==> config.mk <==
export PLATFORM = sky130hd
export DESIGN_NAME = wfd_top
export DESIGN_NICKNAME = d
export VERILOG_FILES = /design/src/rtl/wfd_pkg.sv /design/src/rtl/wfd_tbl_if.sv /design/src/rtl/wfd_table_mem.sv /design/src/rtl/wfd_top.sv
export SDC_FILE = /design/constraint.sdc
export NUM_CORES = 2
export LEC_CHECK = 0
export BUFFER_PORTS_ARGS = -buffer_cell sky130_fd_sc_hd__buf_2
export CORE_MARGIN = 5
export CORE_UTILIZATION = 30
export DETAILED_ROUTE_END_ITERATION = 10
export SYNTH_ARGS = -nofsm -noshare
export SYNTH_HDL_FRONTEND = slang
export SYNTH_SLANG_ARGS = --single-unit
==> constraint.sdc <==
create_clock -name CLK -period 36.6 [get_ports CLK]
set_input_delay 7.32 -clock CLK [delete_from_list [all_inputs] [get_ports CLK]]
set_output_delay 7.32 -clock CLK [all_outputs]
set_load 0.05 [all_outputs]
==> src/rtl/wfd_pkg.sv <==
// shared constants, types and helpers of the wake frame detector
package wfd_pkg;
  // register bus
  localparam int          AXI_AW          = 4;
  localparam logic [3:0]  OFS_CTRL        = 4'h0;
  localparam logic [3:0]  OFS_TABLE       = 4'h4;
  localparam logic [3:0]  OFS_STA_LO      = 4'h8;
  localparam logic [3:0]  OFS_STA_HI      = 4'hC;
  localparam logic [1:0]  RESP_OKAY       = 2'h0;
  localparam logic [1:0]  RESP_SLVERR     = 2'h2;
  // wake_control_status fields
  localparam int          BIT_REMOTE_EN   = 0;
  localparam int          BIT_PATTERN_EN  = 1;
  localparam int          BIT_NOTIFY_EVT  = 2;
  localparam int          BIT_PTR_RESTART = 3;
  localparam int          BIT_REMOTE_SEEN = 4;
  localparam int          BIT_PATTERN_SEEN = 5;
  localparam int          POS_PTR         = 8;
  localparam logic [47:0] STATION_RST     = 48'h0000_0000_0000;
  // wake_filter_table layout
  localparam int          NUM_FILTERS     = 4;
  localparam int          TABLE_WORDS     = 8;
  localparam int          IDX_COMMAND     = 4;
  localparam int          IDX_OFFSET      = 5;
  localparam int          IDX_CRC_LO      = 6;
  localparam int          IDX_CRC_HI      = 7;
  localparam int          CMD_ENABLE      = 0;
  localparam int          CMD_MULTICAST   = 3;
  localparam int          MASK_BITS       = 31;
  // frame layout and remote-wake packet shape
  localparam logic [10:0] ADDR_FIELDS_END = 11'd12;
  localparam logic [10:0] DEST_LEN        = 11'd6;
  localparam logic [2:0]  SYNC_LEN        = 3'd6;
  localparam logic [2:0]  ADDR_LAST_BYTE  = 3'd5;
  localparam logic [3:0]  ADDR_LAST_REP   = 4'd15;
  localparam logic [7:0]  SYNC_BYTE       = 8'hFF;
  // crc-16 engine
  localparam logic [15:0] CRC_POLY        = 16'h8005;
  localparam logic [15:0] CRC_INIT        = 16'hFFFF;

  typedef enum logic [0:0] {
    SCAN_SYNC = 1'b0,
    SCAN_ADDR = 1'b1
  } wfd_scan_type;

  // byte-lane merge of a bus write into an old word
  function automatic logic [31:0] wfd_merge(input logic [31:0] old_v,
                                           input logic [31:0] new_v,
                                           input logic [3:0]  strb);
    logic [31:0] r;
    r = old_v;
    for (int b = 0; b < 4; b++)
      if (strb[b])
        r[8*b +: 8] = new_v[8*b +: 8];
    return r;
  endfunction

  // one byte through the crc-16, msb first
  function automatic logic [15:0] wfd_crc16(input logic [15:0] c_in,
                                           input logic [7:0]  d);
    logic [15:0] c;
    logic        fb;
    c = c_in;
    for (int k = 7; k >= 0; k--)
    begin
      fb = c[15] ^ d[k];
      c  = {c[14:0], 1'b0} ^ (fb ? CRC_POLY : 16'h0000);
    end
    return c;
  endfunction
endpackage

==> src/rtl/wfd_tbl_if.sv <==
// carrier between the detector and its filter table memory
`timescale 1ns/1ps
interface wfd_tbl_if;
  logic                                 wr_en;
  logic [2:0]                           wr_idx;
  logic [31:0]                          wr_data;
  logic [3:0]                           wr_strb;
  logic [2:0]                           rd_idx;
  logic [31:0]                          rd_data;
  logic [wfd_pkg::TABLE_WORDS-1:0][31:0] table_q;

  modport ctrl (output wr_en, wr_idx, wr_data, wr_strb, rd_idx,
                input  rd_data, table_q);
  modport mem  (input  wr_en, wr_idx, wr_data, wr_strb, rd_idx,
                output rd_data, table_q);
endinterface

==> src/rtl/wfd_table_mem.sv <==
// eight-word wake filter table with registered read data
`timescale 1ns/1ps
module wfd_table_mem
  import wfd_pkg::*;
#(
  parameter int DEPTH = wfd_pkg::TABLE_WORDS
)(
  input  wire logic clk,
  input  wire logic rst,
  wfd_tbl_if.mem    tbl
);
  typedef struct packed {
    logic [DEPTH-1:0][31:0] mem;
    logic [31:0]            rd_data;
    logic [DEPTH-1:0][31:0] table_q;
  } wfd_mem_state_type;

  wfd_mem_state_type s_r;
  wfd_mem_state_type s_nxt;

  // byte-lane write, registered read port and registered table copy
  always_comb
  begin
    s_nxt = s_r;
    if (tbl.wr_en)
      s_nxt.mem[tbl.wr_idx] = wfd_merge(s_r.mem[tbl.wr_idx], tbl.wr_data,
                                        tbl.wr_strb);
    s_nxt.rd_data = s_r.mem[tbl.rd_idx];
    s_nxt.table_q = s_r.mem;
  end

  // state register
  always_ff @(posedge clk or posedge rst)
  begin
    if (rst)
      s_r <= '0;
    else
      s_r <= s_nxt;
  end

  assign tbl.rd_data = s_r.rd_data;
  assign tbl.table_q = s_r.table_q;
endmodule

==> src/rtl/wfd_top.sv <==
// wake frame detector: pattern filters, remote-wake scan, axi4-lite regs
//
// Local design decisions: the AXI4-Lite register port and the register offsets.
`timescale 1ns/1ps
module wfd_top
  import wfd_pkg::*;
(
  input  wire logic                       CLK,
  input  wire logic                       RST,
  input  wire logic [wfd_pkg::AXI_AW-1:0] AWADDR,
  input  wire logic                       AWVALID,
  output logic                            AWREADY,
  input  wire logic [31:0]                WDATA,
  input  wire logic [3:0]                 WSTRB,
  input  wire logic                       WVALID,
  output logic                            WREADY,
  output logic [1:0]                      BRESP,
  output logic                            BVALID,
  input  wire logic                       BREADY,
  input  wire logic [wfd_pkg::AXI_AW-1:0] ARADDR,
  input  wire logic                       ARVALID,
  output logic                            ARREADY,
  output logic [31:0]                     RDATA,
  output logic [1:0]                      RRESP,
  output logic                            RVALID,
  input  wire logic                       RREADY,
  input  wire logic [7:0]                 RX_DATA,
  input  wire logic                       RX_VALID,
  input  wire logic                       RX_SOF,
  input  wire logic                       RX_EOF,
  input  wire logic                       LIGHT_SLEEP,
  output logic                            RX_PASS,
  output logic                            IRQ_OUT,
  output logic                            POWER_EVENT_OUT
);
  typedef struct packed {
    logic                          awready;
    logic                          wready;
    logic                          aw_full;
    logic                          w_full;
    logic [AXI_AW-1:0]             awaddr;
    logic [31:0]                   wdata;
    logic [3:0]                    wstrb;
    logic                          bvalid;
    logic [1:0]                    bresp;
    logic                          arready;
    logic                          rvalid;
    logic [31:0]                   rdata;
    logic [1:0]                    rresp;
    logic                          remote_wake_scan_enable;
    logic                          pattern_wake_enable;
    logic                          notify_evt;
    logic                          remote_wake_seen_flag;
    logic                          pattern_wake_seen_flag;
    logic [47:0]                   station;
    logic [2:0]                    tbl_ptr;
    logic [10:0]                   pos;
    logic                          own_ok;
    logic                          bc_ok;
    logic                          mc;
    logic [NUM_FILTERS-1:0][15:0]  crc;
    logic                          eof_d;
    wfd_scan_type                  scan;
    logic [2:0]                    ff_cnt;
    logic [2:0]                    byte_idx;
    logic [3:0]                    rep_cnt;
    logic                          rx_pass;
    logic                          irq;
    logic                          pwr_evt;
  } wfd_state_type;

  wfd_state_type s_r;
  wfd_state_type s_nxt;
  wfd_tbl_if     tbl ();

  logic          do_write;
  logic          remote_active;
  logic          pattern_active;
  logic          remote_hit;
  logic          pattern_hit;
  logic [10:0]   cur_pos;
  logic [10:0]   rel;
  logic [7:0]    f_ofs;
  logic [3:0]    f_cmd;
  logic [15:0]   f_crc;
  logic [7:0]    exp_byte;
  logic          dest_ok;

  wfd_table_mem u_mem (
    .clk (CLK),
    .rst (RST),
    .tbl (tbl.mem)
  );

  // write strobe toward the table, pointer walks through the eight words
  assign do_write     = s_r.aw_full && s_r.w_full && !s_r.bvalid;
  assign tbl.wr_en    = do_write && (s_r.awaddr == OFS_TABLE);
  assign tbl.wr_idx   = s_r.tbl_ptr;
  assign tbl.wr_data  = s_r.wdata;
  assign tbl.wr_strb  = s_r.wstrb;
  assign tbl.rd_idx   = s_r.tbl_ptr;

  // scan enables from software bits and light sleep
  assign remote_active  = s_r.remote_wake_scan_enable || LIGHT_SLEEP;
  assign pattern_active = s_r.pattern_wake_enable || LIGHT_SLEEP;

  // next-state logic for bus, registers and receive scanning
  always_comb
  begin
    s_nxt       = s_r;
    remote_hit  = 1'b0;
    pattern_hit = 1'b0;
    rel         = '0;
    f_ofs       = '0;
    f_cmd       = '0;
    f_crc       = '0;
    exp_byte    = '0;
    dest_ok     = 1'b0;
    cur_pos     = RX_SOF ? 11'd0 : s_r.pos;

    // write address and data taken in either order
    if (AWVALID && s_r.awready)
    begin
      s_nxt.aw_full = 1'b1;
      s_nxt.awaddr  = AWADDR;
    end
    if (WVALID && s_r.wready)
    begin
      s_nxt.w_full = 1'b1;
      s_nxt.wdata  = WDATA;
      s_nxt.wstrb  = WSTRB;
    end
    if (do_write)
    begin
      s_nxt.aw_full = 1'b0;
      s_nxt.w_full  = 1'b0;
      s_nxt.bvalid  = 1'b1;
      s_nxt.bresp   = RESP_OKAY;
      case (s_r.awaddr)
        OFS_CTRL:
        begin
          if (s_r.wstrb[0])
          begin
            s_nxt.remote_wake_scan_enable = s_r.wdata[BIT_REMOTE_EN];
            s_nxt.pattern_wake_enable     = s_r.wdata[BIT_PATTERN_EN];
            s_nxt.notify_evt              = s_r.wdata[BIT_NOTIFY_EVT];
            if (s_r.wdata[BIT_PTR_RESTART])
              s_nxt.tbl_ptr = '0;
            if (s_r.wdata[BIT_REMOTE_SEEN])
              s_nxt.remote_wake_seen_flag = 1'b0;
            if (s_r.wdata[BIT_PATTERN_SEEN])
              s_nxt.pattern_wake_seen_flag = 1'b0;
          end
        end
        OFS_TABLE: s_nxt.tbl_ptr = s_r.tbl_ptr + 3'd1;
        OFS_STA_LO:
          s_nxt.station[31:0] = wfd_merge(s_r.station[31:0], s_r.wdata,
                                          s_r.wstrb);
        OFS_STA_HI:
          s_nxt.station[47:32] = 16'(wfd_merge({16'h0000,
                                  s_r.station[47:32]}, s_r.wdata,
                                  s_r.wstrb));
        default: s_nxt.bresp = RESP_SLVERR;
      endcase
    end
    if (s_r.bvalid && BREADY)
      s_nxt.bvalid = 1'b0;
    s_nxt.awready = !s_nxt.aw_full && !s_nxt.bvalid;
    s_nxt.wready  = !s_nxt.w_full && !s_nxt.bvalid;

    // read address taken, data answered one edge later
    if (ARVALID && s_r.arready)
    begin
      s_nxt.rvalid = 1'b1;
      s_nxt.rresp  = RESP_OKAY;
      case (ARADDR)
        OFS_CTRL:
        begin
          s_nxt.rdata = '0;
          s_nxt.rdata[BIT_REMOTE_EN]    = s_r.remote_wake_scan_enable;
          s_nxt.rdata[BIT_PATTERN_EN]   = s_r.pattern_wake_enable;
          s_nxt.rdata[BIT_NOTIFY_EVT]   = s_r.notify_evt;
          s_nxt.rdata[BIT_REMOTE_SEEN]  = s_r.remote_wake_seen_flag;
          s_nxt.rdata[BIT_PATTERN_SEEN] = s_r.pattern_wake_seen_flag;
          s_nxt.rdata[POS_PTR +: 3]     = s_r.tbl_ptr;
        end
        OFS_TABLE:  s_nxt.rdata = tbl.rd_data;
        OFS_STA_LO: s_nxt.rdata = s_r.station[31:0];
        OFS_STA_HI: s_nxt.rdata = {16'h0000, s_r.station[47:32]};
        default:
        begin
          s_nxt.rdata = '0;
          s_nxt.rresp = RESP_SLVERR;
        end
      endcase
    end
    if (s_r.rvalid && RREADY)
      s_nxt.rvalid = 1'b0;
    s_nxt.arready = !s_nxt.rvalid && !(ARVALID && s_r.arready);

    // pattern filters judged the cycle after the last byte
    if (s_r.eof_d && pattern_active)
      for (int i = 0; i < NUM_FILTERS; i++)
      begin
        f_cmd = tbl.table_q[IDX_COMMAND][8*i +: 4];
        f_crc = tbl.table_q[IDX_CRC_LO + i/2][16*(i%2) +: 16];
        if (f_cmd[CMD_ENABLE]
            && (f_cmd[CMD_MULTICAST] == s_r.mc)
            && (s_r.crc[i] == f_crc))
          pattern_hit = 1'b1;
      end
    s_nxt.eof_d = RX_VALID && RX_EOF;

    if (RX_VALID)
    begin
      s_nxt.pos = (cur_pos == 11'h7FF) ? cur_pos : cur_pos + 11'd1;
      // destination classification over the first six bytes
      if (RX_SOF)
      begin
        s_nxt.own_ok  = 1'b1;
        s_nxt.bc_ok   = 1'b1;
        s_nxt.crc     = {NUM_FILTERS{CRC_INIT}};
        s_nxt.scan    = SCAN_SYNC;
        s_nxt.ff_cnt  = '0;
        s_nxt.rep_cnt = '0;
      end
      if (cur_pos < DEST_LEN)
      begin
        if (RX_DATA != s_r.station[8*cur_pos[2:0] +: 8])
          s_nxt.own_ok = 1'b0;
        if (RX_DATA != SYNC_BYTE)
          s_nxt.bc_ok = 1'b0;
        if (cur_pos == 11'd0)
          s_nxt.mc = RX_DATA[0];
      end

      // masked bytes into each filter crc, in arrival order
      for (int i = 0; i < NUM_FILTERS; i++)
      begin
        f_ofs = tbl.table_q[IDX_OFFSET][8*i +: 8];
        rel   = cur_pos - {3'b000, f_ofs};
        if ((cur_pos >= {3'b000, f_ofs}) && (rel < 11'(MASK_BITS))
            && tbl.table_q[i][rel[4:0]])
          s_nxt.crc[i] = wfd_crc16(s_nxt.crc[i], RX_DATA);
      end

      // remote-wake scan past the address fields
      dest_ok = s_nxt.own_ok || s_nxt.bc_ok || s_nxt.mc;
      exp_byte = s_r.station[8*s_r.byte_idx +: 8];
      if (remote_active && dest_ok && (cur_pos >= ADDR_FIELDS_END))
      begin
        case (s_r.scan)
          SCAN_SYNC:
          begin
            if ((s_nxt.ff_cnt == SYNC_LEN)
                && (RX_DATA == s_r.station[7:0]))
            begin
              s_nxt.scan     = SCAN_ADDR;
              s_nxt.byte_idx = 3'd1;
              s_nxt.rep_cnt  = '0;
            end
            else if (RX_DATA == SYNC_BYTE)
              s_nxt.ff_cnt = (s_nxt.ff_cnt == SYNC_LEN) ? SYNC_LEN
                             : s_nxt.ff_cnt + 3'd1;
            else
              s_nxt.ff_cnt = '0;
          end
          SCAN_ADDR:
          begin
            if (RX_DATA == exp_byte)
            begin
              if (s_r.byte_idx == ADDR_LAST_BYTE)
              begin
                s_nxt.byte_idx = '0;
                s_nxt.rep_cnt  = s_r.rep_cnt + 4'd1;
                if (s_r.rep_cnt == ADDR_LAST_REP)
                begin
                  remote_hit   = 1'b1;
                  s_nxt.scan   = SCAN_SYNC;
                  s_nxt.ff_cnt = '0;
                end
              end
              else
                s_nxt.byte_idx = s_r.byte_idx + 3'd1;
            end
            else
            begin
              s_nxt.scan     = SCAN_SYNC;
              s_nxt.rep_cnt  = '0;
              s_nxt.byte_idx = '0;
              s_nxt.ff_cnt   = (RX_DATA == SYNC_BYTE) ? 3'd1 : 3'd0;
            end
          end
          default: s_nxt.scan = SCAN_SYNC;
        endcase
      end
    end

    // sticky status, a hit wins over a same-cycle clear
    if (remote_hit)
      s_nxt.remote_wake_seen_flag = 1'b1;
    if (pattern_hit)
      s_nxt.pattern_wake_seen_flag = 1'b1;

    // reception gate and host notification
    s_nxt.rx_pass = !(s_nxt.remote_wake_scan_enable
                      || s_nxt.pattern_wake_enable || LIGHT_SLEEP);
    s_nxt.irq     = (s_nxt.remote_wake_seen_flag
                     || s_nxt.pattern_wake_seen_flag)
                    && !s_nxt.notify_evt;
    s_nxt.pwr_evt = (s_nxt.remote_wake_seen_flag
                     || s_nxt.pattern_wake_seen_flag)
                    && s_nxt.notify_evt;
  end

  // state register
  always_ff @(posedge CLK or posedge RST)
  begin
    if (RST)
    begin
      s_r         <= '0;
      s_r.station <= STATION_RST;
      s_r.rx_pass <= 1'b1;
    end
    else
      s_r <= s_nxt;
  end

  // every output straight from the state register
  assign AWREADY         = s_r.awready;
  assign WREADY          = s_r.wready;
  assign BVALID          = s_r.bvalid;
  assign BRESP           = s_r.bresp;
  assign ARREADY         = s_r.arready;
  assign RVALID          = s_r.rvalid;
  assign RDATA           = s_r.rdata;
  assign RRESP           = s_r.rresp;
  assign RX_PASS         = s_r.rx_pass;
  assign IRQ_OUT         = s_r.irq;
  assign POWER_EVENT_OUT = s_r.pwr_evt;
endmodule

## Word-level counts from Yosys, hierarchy flattened

Index checks and enable logic that the tools add are counted.

- Add/subtract/negate cells: 9
- Multiply operators: 0
- Div/mod/pow operators: 0
- Magnitude comparators: 16
- Equal/unequal tests: 26
- Shifts and indexed selects: 2
- Muxes and demuxes: 122
- Bitwise logic cells: 65
- Reduce and logical (&&, ||, !) cells: 64

Operators by type and width:

| kind | count |
|---|---|
| $mux 16 | 37 |
| $xor 16x16->16 | 32 |
| $bwmux 256 | 1 |
| $mux 64 | 2 |
| $pmux 32 s4 | 1 |
| $mux 8 | 14 |
| $bmux 32 s3 | 1 |
| $demux 32 s3 | 1 |
| $mux 32 | 3 |
| $shiftx 48x7->8 | 2 |
| $eq 16x16->1 | 4 |
| $mux 56 | 1 |
| $ge 11x8->1 | 4 |
| $lt 11x5->1 const B | 4 |
| $mux 11 | 4 |
| $sub 11x8->11 | 4 |
| $logic_and 1x1->1 | 35 |
| $mux 35 | 1 |
| $xor 1x1->1 | 32 |
| $mux 1 | 28 |
| $mux 3 | 9 |
| $lt 5x6->1 const B | 4 |
| $mux 4 | 6 |
| $pmux 11 s2 | 1 |
| other kinds (31) | 73 |

- Register bits: 772
- Bits in latches: 0
- Memory bits (writable): 0
- ROM bits: 0
- Output and inout port bits: 44
- Memories kept: 0

## Logic depth before layout (Yosys ltp)

- Depth after elaboration: 27
- Mapped depth: 19

## Cells and area by module

From an unflattened synthesis, not the netlist that was laid out.

- Cells, all modules: 3444
- Area, all modules: 38374.3 um^2

Modules (own cells, without submodules):

| module | times used | cells each | area each (um^2) |
|---|---|---|---|
| wfd_table_mem | 1 | 1790 | 22113.7 |
| wfd_top | 1 | 1654 | 16260.6 |

## Least setup slack after synthesis

OpenSTA, ideal clock, no wires.

- Kind: input to register
- Start point: input RX_SOF
- End point: register s_r[39] in the netlist's numbering
- Setup time: 137 ps
- Data arrival time: 11470 ps
- Required time: 36463 ps
- Path slack: 24993 ps
- Stages: 18
- Path buffers: 8
- Cell sequence: buf_2 buf_2 buf_2 clkbuf_1 clkbuf_1 clkbuf_1 buf_1 nor2b_1 ha_1 a21oi_1 nand2_1 or4b_2 a22oi_1 o211ai_1 or3_1 buf_2 o32ai_1 a21oi_1

- Word-level cells in the longest chain between the ends: 15
- Elaborated cells between the ends (all ways): 23

Ends and longest elaborated chain:

| item | line | source |
|---|---|---|
| start: declaration | wfd_top.sv:29 | `input wire logic RX_SOF,` |
| branches (longest 14 deep; another with $sub 11x8->11) | -- |  |
| $mux 16 * | wfd_top.sv:242 | `if ((cur_pos >= {3'b000, f_ofs}) && (rel < 11'(MASK_BITS))` |
| end signal: assignment | wfd_top.sv:326 | `s_r <= s_nxt;` |
| end: declaration | wfd_top.sv:72 | `wfd_state_type s_r;` |

Mark *: on every way between the ends. The select of a mux whose other input is x is not followed.
A chain may end at the register's enable or synchronous reset.

## Final worst setup path

- Start point: input RX_SOF
- End point: register s_r[71] in the netlist's numbering

The elaborated chain is that of the path after synthesis.

==> impl_metrics.yaml <==
run_status:
  outcome: "finished, final reports clean"
worst_setup_path:
  worstReg2RegEnd: "s_r[25]"
  endpoint_kind: "flop"
  arrival_ns: 11.62
  r2r_setup_slack_ns: 31.60
  cp-start-kind: "input port"
  crit_fanout: 47
  critPathKind: "input port to flop"
  r2r_cells: 11
  critPathLaunch: "RX_SOF"
  cp.required_ns: 37.09
  r2r_start: "s_r[83]"
yosys:
  muxShareOfSynthArea_pct: 8.55
  synth-xor-area-share_pct: 5.68
  synthAdderAreaFrac_pct: 1.41
  async_flop_share_pct: 100
  avgSynthCellArea_um2: 11.3
  synthDistinctLibCells: 98
  ys_seq_area_share_pct: 56.0
  synth_warnings: 0
  yosys.area.top_type: "dfrtp_1"
  synth_top_family_by_area: "compound AO/OA/AOI/OAI gates"
  synth_seq_cells: 748
  yosysMostFrequentCell: "dfrtp_1"
  synth_edf_count: 0
  synth_common_cells: "dfrtp_1 (747), nand2_1 (379), o21ai_0 (329)"
  synth_compound_area_share_pct: 14.2
  netlist_area_mm2: 0.0334
  synth_top_area_share_pct: 55.9
  synth-main-ff-cell: "dfrtp_1"
  synth_simple_gate_area_share_pct: 10.5
  synth_area_leaders: "dfrtp_1 (56%), o21ai_0 (4.9%), nand2_1 (4.3%), mux2_2 (3.7%), a22oi_1 (3.5%)"
  synth_cells: 2966
cts:
  cts_resized: 0
  post_cts_buffers: 0
  cts_max_level: 3
  tritoncts: "built"
  clk_pin_slew_ns: 0.07
  clock_sink_count: 748
  numCtsBuffers: 81
  root_buffer: "clkbuf_16"
  worstSkewPairLatency_ns: 0.64
  hold_buffers: 0
  cts_buffer_depth: 3
routing:
  drc_errors: 0
  drt-initial-drc-count: 2467
  via_per_inst: 5.32
  vias: 24100
  wl_per_cell_um: 24.6
  drt_first_pass_iters: 5
  drt_wl_total_um: 112000
  ant_nets: 0
sta:
  period_minus_slack_ns: 11.13
  fin_skew_ns: 0.0315
  fmax_ghz: 0.0899
  slew_headroom_pct: 18.8
  finalHoldViolations: 0
  setup_viol: 0
  rsz0062_at_grt: "false"
  tightest_slew_ns: 1.22
  worst_slack_ns: 25.47
  setup_tns_ns: 0
  drv_slew: 0
  finalCritPeriodShare_pct: 30.4
placed_design:
  gp_congestion: 0.915
  io_buffers: 104
  hpwlAfterDp_um: 79600
  pre_cts_ws_ns: 24.82
  dp.cells: 4381
final_layout:
  fin_nets: 3076
  fin_cells: 4533
  area_delta_synth_final_pct: 13.9
  drive_gt1_share_pct: 16.0
power:
  ir_drop_mv: 0.0624
  leakage_nw: 16.4
  p_per_area_mw_per_mm2: 69.6
  power_mw: 2.65
worst_hold_path:
  worstHoldPathType: "flop to flop"
  min_to: "u_mem.tbl.table_q[72]"
  holdPathStages: 0
  min_from: "u_mem.s_nxt[72]"
grt:
  grt-ovfl-total: 0
  grt_first_pass_wirelength_um: 163000
  grt_usage_pct: 18.6
  grt_pass1_vias: 23100
  antenna_found_initial: 9
  grt_max_degree: 160
floorplanning:
  coreArea_mm2: 0.111
  num_io_pins: 107
  initial_core_util_pct: 30.2
  rows: 122
  dieArea_mm2: 0.118
  dieWidth_um: 344
  die_y_um: 344
flow_run:
  cap_violations: 0
==> metal layers <==
metal,vias to the layer above,global-route usage (%),routed length (um)
met1,12200,25.8,48100
met5,-,0,23
li1,10600,-,-
met3,214,4.09,8830
met2,1015,28.2,50000
met4,4,7.57,4790
==> per-stage QoR <==
step | util [%] | hold slack, ns | instance area, um2
final | 34.4 | 0.391 | 38100
after global placement | 31.8 | 0.382 | 35200
after global routing | 34.4 | 0.399 | 38100
after floorplan | - | 0.374 | 33400
after detailed placement | 31.8 | 0.385 | 35200
after CTS | 34.4 | 0.388 | 38100
==> worst max-delay path by stage <==
stage                                   endpoint
after global placement    u_mem.tbl.table_q[105]
after detailed placement  u_mem.tbl.table_q[105]
after global routing             u_mem.s_nxt[72]
after CTS                               RDATA[1]
after floorplan                          ARREADY
final                                    s_r[71]
==> registers in the layout, summed over array words and instances (netlist names), 3 cells and up <==
name	flops
tbl.wr_data	32
u_mem.s_nxt	256
u_mem.tbl.rd_data	32
tbl.rd_idx	3
u_mem.tbl.table_q	230
tbl.wr_strb	4
RDATA	32
s_r	149
==> logic make-up after synthesis <==
logic type / count (synthesis)
DFF: 748
adders and majority gates: 38
xor gates and xnor gates: 205
buffers and inverters: 277
muxes: 222
and+or+nand+nor: 752
AOI/OAI and AO/OA: 723
other: 1
==> power by group <==
part	leakage (nW)	internal, mW	switching (mW)
Combinational	5.01	0.252	0.374
Clock	1.40	0.522	0.348
Sequential	9.97	0.961	0.194
==> area by class of cell <==
| class | count | area [um2] |
|---|---|---|
| flip-flops and latches | 748 | 18700 |
| repair buffers | 143 | 828 |
| well taps | 1488 | 1860 |
| diodes | 5 | 12.5 |
| fillers | 11000 | 72600 |
| inverters | 60 | 233 |
| multi-input cells | 1942 | 13600 |
| clock buffers | 114 | 2350 |
| clock inverters | 33 | 487 |
==> placed cells by master (no fill, tap or decap), types with 64 or more instances in the layout <==
master / count
mux2i_1: 72
nand2_1: 371
clkbuf_16: 83
nor2_1: 100
buf_2: 103
xnor2_1: 133
o21ai_0: 329
dfrtp_1: 747
xor2_1: 64
nand4_1: 64
mux2_2: 109
a22oi_1: 156
==> critical path, cell delays in order <==
cell,delay [ns]
buf_4,0.46
nand2b_1,0.60
ha_1,0.26
inv_1,0.06
ha_1,0.50
mux4_2,0.27
mux2i_1,0.08
mux4_2,0.62
nor3_1,0.97
nor4b_1,0.32
nor3_1,0.09
No activity file was read; power rests on OpenSTA's default activity.
